==> src/design/rfc_map.svh <==
// flags register field positions, reset values and timing counts
`ifndef RFC_MAP_SVH
`define RFC_MAP_SVH
// ****************************************
// flags and control register layout
// ****************************************
`define RFC_BIT_RD_EN 0
`define RFC_BIT_WR_EN 1
`define RFC_BIT_CAL 2
`define RFC_BIT_OSCILLATOR_FAULT_FLAG 4
`define RFC_BIT_PF 5
`define RFC_BIT_AF 6
`define RFC_BIT_WDF 7
`define RFC_FLAGS_RST 8'h00
`define RFC_TIME_RST 32'h0000_0000
// ****************************************
// timing
// ****************************************
`define RFC_CLK_NS 4
`define RFC_XFER_NS 1000
`define RFC_XFER_CYC ((`RFC_XFER_NS + `RFC_CLK_NS - 1) / `RFC_CLK_NS)
`endif

==> src/design/rfc_pkg.sv <==
// shared types of the rtc flags and control block
package rfc_pkg;
  // one register byte
  typedef logic [7:0] rfc_byte_t;
  // timekeeping value, seconds count
  typedef logic [31:0] rfc_time_t;
  // transfer timer states
  typedef enum logic [0:0]
  {
    RFC_IDLE = 1'b0,
    RFC_RUN = 1'b1
  } rfc_xfer_state_t;
endpackage : rfc_pkg

==> src/design/rfc_xfer_if.sv <==
// handshake between flags logic and the transfer timer
`timescale 1ns/100ps
interface rfc_xfer_if;
  logic start; // one-cycle request to begin a transfer
  logic busy; // transfer in progress
  logic done; // one-cycle pulse at transfer end
  modport ctl (output start, input busy, input done);
  modport tmr (input start, output busy, output done);
endinterface : rfc_xfer_if

==> src/design/rfc_top.sv <==
// rtc flags and control register with user/live clock exchange
`timescale 1ns/100ps
`include "rfc_map.svh"
module rfc_top
#(
  parameter int XFER_CYC = `RFC_XFER_CYC
)
(
  // clock and reset
  input wire logic i_mclk,
  input wire logic i_arst_n,
  // flags register access from the serial host controller
  input wire logic i_flags_wr,
  input wire logic i_flags_rd,
  input wire rfc_pkg::rfc_byte_t i_flags_wdata,
  output rfc_pkg::rfc_byte_t o_flags_rdata,
  // user clock register access
  input wire logic i_user_wr,
  input wire rfc_pkg::rfc_time_t i_user_wdata,
  output rfc_pkg::rfc_time_t o_user_time,
  // timebase and events, same clock domain
  input wire logic i_rtc_tick,
  input wire logic i_wdog_evt,
  input wire logic i_alarm_evt,
  input wire logic i_pfail_evt,
  input wire logic i_osc_fault_evt,
  // status outputs
  output logic o_cal_en,
  output logic o_xfer_busy,
  output rfc_pkg::rfc_time_t o_live_time
);
  import rfc_pkg::*;

  // ****************************************
  // state
  // ****************************************
  logic rd_en; // user copy frozen
  logic wr_en; // user copy open for writes
  logic cal; // calibration output mode
  logic watchdog_expired_flag; // sticky watchdog event
  logic alarm_match_flag; // sticky alarm event
  logic power_fail_flag; // sticky power fail
  logic oscillator_fault_flag; // sticky, cleared by writing zero
  rfc_time_t live; // running timekeeper
  rfc_time_t user; // user-visible holding copy
  rfc_xfer_if xf ();

  // ****************************************
  // decode
  // ****************************************
  wire logic wr_clear; // write bit 1 to 0: start transfer
  wire logic copy_live; // holding copy follows the counter
  wire rfc_byte_t flags_now; // register image
  wire logic rd_clr; // read clears event flags except osc fault

  assign wr_clear = i_flags_wr && wr_en && !i_flags_wdata[`RFC_BIT_WR_EN];
  // copy stops while read bit set
  // frozen copy hides counter advance
  // done cycle excluded: live and copy would swap values there
  assign copy_live = !rd_en && !wr_en && !xf.busy && !xf.done;
  assign rd_clr = i_flags_rd;
  assign flags_now = {watchdog_expired_flag, alarm_match_flag,
                      power_fail_flag, oscillator_fault_flag,
                      1'b0, cal, wr_en, rd_en};
  assign xf.start = wr_clear;

  // control bits
  always_ff @(posedge i_mclk or negedge i_arst_n)
  begin
    if (!i_arst_n)
    begin
      rd_en <= 1'b0;
      wr_en <= 1'b0;
      cal <= 1'b0;
    end
    else if (i_flags_wr)
    begin
      rd_en <= i_flags_wdata[`RFC_BIT_RD_EN];
      wr_en <= i_flags_wdata[`RFC_BIT_WR_EN];
      cal <= i_flags_wdata[`RFC_BIT_CAL];
    end
  end

  // event flags, the set wins over a clearing read
  always_ff @(posedge i_mclk or negedge i_arst_n)
  begin
    if (!i_arst_n)
    begin
      watchdog_expired_flag <= 1'b0;
      alarm_match_flag <= 1'b0;
      power_fail_flag <= 1'b0;
      oscillator_fault_flag <= 1'b0;
    end
    else
    begin
      // set by event, cleared by read
      watchdog_expired_flag <= i_wdog_evt | (watchdog_expired_flag & !rd_clr);
      alarm_match_flag <= i_alarm_evt | (alarm_match_flag & !rd_clr);
      power_fail_flag <= i_pfail_evt | (power_fail_flag & !rd_clr);
      // oscillator fault only clears by writing zero
      oscillator_fault_flag <= i_osc_fault_evt | (oscillator_fault_flag &
        !(i_flags_wr && !i_flags_wdata[`RFC_BIT_OSCILLATOR_FAULT_FLAG]));
    end
  end

  // running counter, loaded when a transfer completes
  always_ff @(posedge i_mclk or negedge i_arst_n)
  begin
    if (!i_arst_n)
      live <= `RFC_TIME_RST;
    else if (xf.done)
      // user value lands after transfer time
      live <= user;
    else if (i_rtc_tick)
      live <= live + 32'h0000_0001;
  end

  // holding copy seen by the host
  always_ff @(posedge i_mclk or negedge i_arst_n)
  begin
    if (!i_arst_n)
      user <= `RFC_TIME_RST;
    else if (wr_en && i_user_wr)
      user <= i_user_wdata;
    else if (copy_live)
      user <= live;
  end

  // registered outputs; read data captured on a read
  always_ff @(posedge i_mclk or negedge i_arst_n)
  begin
    if (!i_arst_n)
    begin
      o_flags_rdata <= `RFC_FLAGS_RST;
      o_user_time <= `RFC_TIME_RST;
      o_live_time <= `RFC_TIME_RST;
      o_cal_en <= 1'b0;
      o_xfer_busy <= 1'b0;
    end
    else
    begin
      if (i_flags_rd)
        o_flags_rdata <= flags_now;
      o_user_time <= user;
      o_live_time <= live;
      o_cal_en <= cal;
      o_xfer_busy <= xf.busy || wr_clear;
    end
  end

  // ****************************************
  // transfer timer
  // ****************************************
  rfc_xfer #(.XFER_CYC(XFER_CYC)) u_xfer
  (
    .i_mclk(i_mclk),
    .i_arst_n(i_arst_n),
    .xf(xf)
  );

  // ****************************************
  // checks
  // ****************************************
  // frozen copy never moves without a write
  property p_freeze;
    @(posedge i_mclk) disable iff (!i_arst_n)
      (rd_en && !wr_en) |=> $stable(user);
  endproperty
  a_freeze: assert property (p_freeze)
    else $error("user copy moved while frozen");

  // a tick under freeze is not seen at the output
  property p_hide;
    @(posedge i_mclk) disable iff (!i_arst_n)
      (rd_en && !wr_en && i_rtc_tick && !i_flags_wr) ##1 rd_en
        |=> $stable(o_user_time);
  endproperty
  a_hide: assert property (p_hide)
    else $error("counter advance visible under freeze");

  // released copy tracks the counter one cycle later
  property p_resume;
    @(posedge i_mclk) disable iff (!i_arst_n)
      copy_live |=> (user == $past(live));
  endproperty
  a_resume: assert property (p_resume)
    else $error("user copy not following counter");

  // read bit alone takes effect
  property p_rd_alone;
    @(posedge i_mclk) disable iff (!i_arst_n)
      (i_flags_wr && i_flags_wdata == 8'h01) |=> (rd_en && !wr_en);
  endproperty
  a_rd_alone: assert property (p_rd_alone)
    else $error("read bit did not set without write bit");

  // write clear raises busy at the output next cycle
  property p_wr_busy;
    @(posedge i_mclk) disable iff (!i_arst_n)
      wr_clear |=> o_xfer_busy ##1 xf.busy;
  endproperty
  a_wr_busy: assert property (p_wr_busy)
    else $error("transfer not started by write bit clear");

  // reset leaves both control bits low
  property p_rst;
    @(posedge i_mclk) $rose(i_arst_n) |-> (!rd_en && !wr_en);
  endproperty
  a_rst: assert property (p_rst)
    else $error("control bits not zero after reset");

  // read clears watchdog flag unless a new event
  property p_rdclr;
    @(posedge i_mclk) disable iff (!i_arst_n)
      (i_flags_rd && !i_wdog_evt) ##1 i_wdog_evt |-> watchdog_expired_flag
        == 1'b0 ##1 watchdog_expired_flag;
  endproperty
  a_rdclr: assert property (p_rdclr)
    else $error("watchdog flag read-clear or set wrong");
endmodule : rfc_top

==> src/design/rfc_xfer.sv <==
// transfer timer: paces user-to-counter copy over the transfer time
`timescale 1ns/100ps
`include "rfc_map.svh"
module rfc_xfer
#(
  parameter int XFER_CYC = `RFC_XFER_CYC
)
(
  // clock and reset
  input wire logic i_mclk,
  input wire logic i_arst_n,
  // handshake with flags logic
  rfc_xfer_if.tmr xf
);
  import rfc_pkg::*;
  // done is registered, so it shows one cycle after the last busy cycle
  localparam int CYC = XFER_CYC + 1;
  localparam logic [15:0] LAST = 16'(XFER_CYC - 1);

  rfc_xfer_state_t state; // timer state
  rfc_xfer_state_t next_state; // next timer state
  logic [15:0] cnt; // cycles spent in the transfer
  logic at_end; // final cycle of the transfer

  assign at_end = (state == RFC_RUN) && (cnt == LAST);

  // ****************************************
  // state decode
  // ****************************************
  always_comb
  begin
    case (state)
      RFC_IDLE: next_state = xf.start ? RFC_RUN : RFC_IDLE;
      RFC_RUN: next_state = at_end ? RFC_IDLE : RFC_RUN;
      default: next_state = RFC_IDLE;
    endcase
  end

  // state, count and done pulse
  always_ff @(posedge i_mclk or negedge i_arst_n)
  begin
    if (!i_arst_n)
    begin
      state <= RFC_IDLE;
      cnt <= 16'h0000;
      xf.done <= 1'b0;
    end
    else
    begin
      state <= next_state;
      // restart count each time a transfer opens
      cnt <= (state == RFC_RUN) ? cnt + 16'h0001 : 16'h0000;
      xf.done <= at_end;
    end
  end

  assign xf.busy = (state == RFC_RUN);

  property p_xfer_len;
    @(posedge i_mclk) disable iff (!i_arst_n)
      (xf.start && state == RFC_IDLE) |-> ##[CYC:CYC] xf.done;
  endproperty
  a_xfer_len: assert property (p_xfer_len)
    else $error("transfer did not end after the transfer time");
endmodule : rfc_xfer

==> config.mk <==
export PLATFORM = sky130hd
export DESIGN_NAME = rfc_top
export DESIGN_NICKNAME = d
export VERILOG_FILES = /design/src/design/rfc_pkg.sv /design/src/design/rfc_xfer_if.sv /design/src/design/rfc_top.sv /design/src/design/rfc_xfer.sv
export VERILOG_INCLUDE_DIRS = /design/src /design/src/design
export SDC_FILE = /design/constraint.sdc
export NUM_CORES = 1
export LEC_CHECK = 0
export BUFFER_PORTS_ARGS = -buffer_cell sky130_fd_sc_hd__buf_2
export CAP_MARGIN = 20
export CORE_UTILIZATION = 50
export CTS_CLUSTER_SIZE = 8
export DETAILED_ROUTE_END_ITERATION = 16
export HOLD_SLACK_MARGIN = 0.05
export PLACE_DENSITY = 0.73
export SLEW_MARGIN = 20
export SYNTH_ARGS = -nofsm -noshare
export SYNTH_HDL_FRONTEND = slang
export SYNTH_SLANG_ARGS = --single-unit
==> constraint.sdc <==
create_clock -name i_mclk -period 2.7 [get_ports i_mclk]
set_input_delay 0.27 -clock i_mclk [delete_from_list [all_inputs] [get_ports i_mclk]]
set_output_delay 0.27 -clock i_mclk [all_outputs]
set_load 0.02 [all_outputs]
==> impl_summary.txt <==
----------------------------------------------------
[Outcome]
  Run status ... finished clean

[Global route]
  Total overflow reported by the global router ... 0
  Maximum number of pins on one net before global-route repair ... 75
  Tot GR Track Use ... 22.1%
  Antenna violations before repair ... 0
  Wire length of the first global-routing pass ... 22.1 mm
  Via count of the first global-routing pass ... 4488

[Pwr]
  Internal Dissipation ... 4.70 mW
  Switching power ... around 2.1 mW
  Maximum vdd ir drop ... roughly 0.00054 V
  Power density over the cells ... 878 mW/mm2
  Switching part of the total ... 31.3%
  Part of the power in combinational logic ... 19.8%
  Leakage dissipation ... 3.57 nW
  Clk pwr share ... between 30% and 40%
  Part of the total power dissipated in sequential elements ... 49.5%

[Finish]
  Nets ... 723
  Fraction of layout instances using a drive strength above 1 ... 25.4%
  Synth-to-Final Area Change ... 21.1%
  Number of antenna repair diodes ... 0
  Post-route core utilization ... 61.9%

[STA]
  Relative max-transition margin ... between 30% and 40%
  Share of the clock period used by the worst path after layout ... around 83%
  Number of hold violations in the final report ... 0
  Setup clock skew after layout ... 8.60 ps
  Setup-violating endpoint count in the final report ... 0
  RSZ-0062 raised after global routing ... false
  Setup total negative slack ... 0 ps
  Highest achievable clock rate ... 446 MHz
  Minimum period implied by the final worst setup slack ... roughly 2200 ps
  Transition time at the pin with the least slew margin ... 903 ps
  Max-slew violation count ... 0

[Clocking]
  Clock transition at the register clock pins on the worst setup and hold paths after CTS ... 60 ps
  Clk root buf ... sky130_fd_sc_hd__clkbuf_16
  Max Buffers Root-to-Sink ... 2
  TritonCTS clock tree ... yes
  TritonCTS Buffers ... 17
  H-tree level count ... 4
  Number of gates resized after cts ... 0
  Clock latency on the worst-skew pair ... 430 ps
  Clock sink total ... approximately 160

[Die]
  Core Footprint ... approximately 0.013 mm2
  Die area ... 0.0133 mm2
  Rows ... 41
  Starting utilization of the core area ... 51.1%
  Die Span Y ... 115 um
  Die Width ... 115 um
  Top-level port count ... about 120

[Logic synthesis]
  Number of warnings issued by yosys ... 0
  Ys async rst share ... 100%
  Cell count after synthesis ... ~540
  Parity-gate share of the synthesized area counting xor and xnor cells ... 3.54%
  Mean instance size in the synthesized netlist ... 11.8 um2
  Syn_nets ... 597
  Synth Area in Simple Gates ... 15.1%
  Fraction of synthesized area in multiplexers ... 7.05%
  Number of synthesized flops with an enable pin ... 0
  Number of different library cells in the post-synthesis netlist ... around 50
  Compound-Gate Fraction of Synth Area ... approximately 8.3%
  Leading register cell type out of synthesis ... sky130_fd_sc_hd__dfrtp_1
  Dominant combinational cell family by area after synthesis ... simple AND/OR/NAND/NOR gates
  Number of synthesized register bits ... between 150 and 200
  Arithmetic-cell share of the synthesized area counting full adders, half adders and majority gates ... 0.584%
  Sequential element share of the synthesized area ... around 63%
  Total standard cell area after synthesis ... 0.00643 mm2

[Setup path]
  Data required time of the worst path ... 3040 ps
  Worst Setup End Kind ... register
  Highest fanout seen on the critical path ... 24
  Arr. time, crit path ... 2580 ps
  Number of cells on the worst reg-to-reg path ... 4
  Kind of start point of the critical path ... register
  Setup CP Type ... register to register

[Routing]
  Initial DRC count ... 284
  Drt wl/cell ... ~16 um
  Number of nets still failing antenna checks after routing ... 0
  Routed vias/inst ... 5.35
  Number of remaining DRC errors ... 0
  Overall via count from detail_route ... 4560
  Number of detailed-route iterations in the first pass ... 4
  Sum of routed wire length over all layers ... about 13 mm

[Place]
  Count of input and output buffers ... ~120
  Placed wire-length estimate after detailed placement ... between 9 and 10 mm
  Final weighted congestion in routability-driven placement ... 0.805

[Min path]
  Hold path cells ... 2
  Worst min-delay path class ... input port to register

[Run]
  Number of violations of the max-capacitance limit ... 0

----------------------------------------------------
[metal layers]
metal / up-vias / part of all wire (%) / track usage, %
met5: - / 0 / 0
met1: 2256 / 45 / 27.8
met3: 24 / 3.3 / 5.54
met4: 0 / 2.2 / 11.1
li1: 2182 / - / -
met2: 98 / 50 / 35.5
[power by group through the flow]
stage	combinational, mW	sequential, mW	clock (mW)
floorplan	0.552	3.64	0
global placement	1.32	3.40	0
detailed placement	1.36	3.43	0
CTS	1.37	3.39	2.14
global route	1.51	3.46	2.24
finish	1.35	3.39	2.10
[placed cells by master, fill, tap and decap left out, types with 3 or more instances in the layout]
master / instances
sky130_fd_sc_hd__nand2_1: 64
sky130_fd_sc_hd__buf_4: 9
sky130_fd_sc_hd__clkbuf_16: 17
sky130_fd_sc_hd__o31ai_1: 9
sky130_fd_sc_hd__nor2_1: 16
sky130_fd_sc_hd__or3_1: 3
sky130_fd_sc_hd__nor3_1: 7
sky130_fd_sc_hd__ha_1: 3
sky130_fd_sc_hd__o21ai_0: 51
sky130_fd_sc_hd__mux2_2: 10
sky130_fd_sc_hd__a21o_1: 4
sky130_fd_sc_hd__and4_1: 3
sky130_fd_sc_hd__nor4_1: 8
sky130_fd_sc_hd__or4_1: 12
sky130_fd_sc_hd__dlygate4sd3_1: 5
sky130_fd_sc_hd__nand3_1: 17
sky130_fd_sc_hd__clkbuf_1: 5
sky130_fd_sc_hd__and2_1: 13
sky130_fd_sc_hd__clkinv_2: 5
sky130_fd_sc_hd__nand4_1: 17
sky130_fd_sc_hd__mux2i_1: 34
sky130_fd_sc_hd__a31oi_1: 13
sky130_fd_sc_hd__buf_2: 117
sky130_fd_sc_hd__inv_1: 10
sky130_fd_sc_hd__dfrtp_1: 162
sky130_fd_sc_hd__and3_1: 6
sky130_fd_sc_hd__xor2_1: 11
sky130_fd_sc_hd__xnor2_1: 15
sky130_fd_sc_hd__nor2b_1: 3
sky130_fd_sc_hd__nand2b_1: 3
[worst paths after layout]
path	from	to	slack [ps]
min in group asynchronous	i_arst_n	o_user_time[27]	440
max in group asynchronous	i_arst_n	user[28]	1370
worst min-delay path	i_flags_wdata[2]	cal	80
worst min register to register	user[3]	o_user_time[3]	400
worst max register to register	live[13]	live[26]	460
worst max-delay path	live[13]	live[26]	460
[repair_timing]
action	in CTS	in global routing
hold endpoints to repair	76	0
setup buffers	0	0
hold buffers	5	0
[cells in the mapped netlist, types with 9 or more instances]
cell	number	area share (%)
sky130_fd_sc_hd__xor2_1	11	1.5
sky130_fd_sc_hd__mux2_2	10	1.8
sky130_fd_sc_hd__or4_1	12	1.4
sky130_fd_sc_hd__nand3_1	17	1.3
sky130_fd_sc_hd__nor2_1	16	0.93
sky130_fd_sc_hd__dfrtp_1	162	63
sky130_fd_sc_hd__nand2_1	65	3.8
sky130_fd_sc_hd__a31oi_1	13	1.3
sky130_fd_sc_hd__and2_1	13	1.3
sky130_fd_sc_hd__o21ai_0	51	4.0
sky130_fd_sc_hd__clkbuf_1	18	1.1
sky130_fd_sc_hd__xnor2_1	15	2.0
sky130_fd_sc_hd__o31ai_1	9	1.1
sky130_fd_sc_hd__inv_1	10	0.58
sky130_fd_sc_hd__mux2i_1	34	5.3
sky130_fd_sc_hd__nand4_1	17	1.7
[worst max-delay path: stages, from the launching register on]
cell	delay, ps
sky130_fd_sc_hd__dfrtp_1	510
sky130_fd_sc_hd__and4_4	310
sky130_fd_sc_hd__or4b_4	610
sky130_fd_sc_hd__or4_1	540
sky130_fd_sc_hd__a31oi_1	190
[flip-flops by register name (all words and copies together), names as in the netlist]
register / cells
u_xfer.xf.busy: 1
o_flags_rdata: 7
o_cal_en: 1
power_fail_flag: 1
o_user_time: 32
o_xfer_busy: 1
user: 32
live: 32
u_xfer.xf.done: 1
cal: 1
oscillator_fault_flag: 1
u_xfer.cnt: 16
rd_en: 1
o_live_time: 32
watchdog_expired_flag: 1
alarm_match_flag: 1
wr_en: 1
[final cells by class]
type,count,area [um2]
Tap cell,172,215
Inverter,10,37.5
Clock inverter,6,33.8
Clock buffer,24,472
Multi-Input combinational cell,346,2240
Timing Repair Buffer,133,734
Fill cell,982,4780
Sequential cell,162,4050
[kinds of logic (layout without fill, tap and decap cells)]
kind of cell               Yosys count  count (layout)
xor gates and xnor gates            26              26
buffers and inverters               36             173
other                                1               1
AOI/OAI and AO/OA                   89              89
DFF                                162             162
muxes                               44              44
and+or+nand+nor                    183             183
adders and majority gates            3               3
[metrics by stage]
| step | area [um2] | setup slack, ps | hold WS, ps | total power [mW] | std cells |
|---|---|---|---|---|---|
| global placement | 7230 | 529 | 328 | 4.72 | 818 |
| CTS | 7780 | 418 | 57.2 | 6.90 | 853 |
| floorplan | 6430 | 648 | -25.6 | 4.19 | 544 |
| detailed placement | 7230 | 456 | 342 | 4.78 | 818 |
| finish | 7780 | 458 | 76.0 | 6.84 | 853 |
| global route | 7780 | 226 | 70.8 | 7.21 | 853 |
Power figures use the tool's default switching activity.
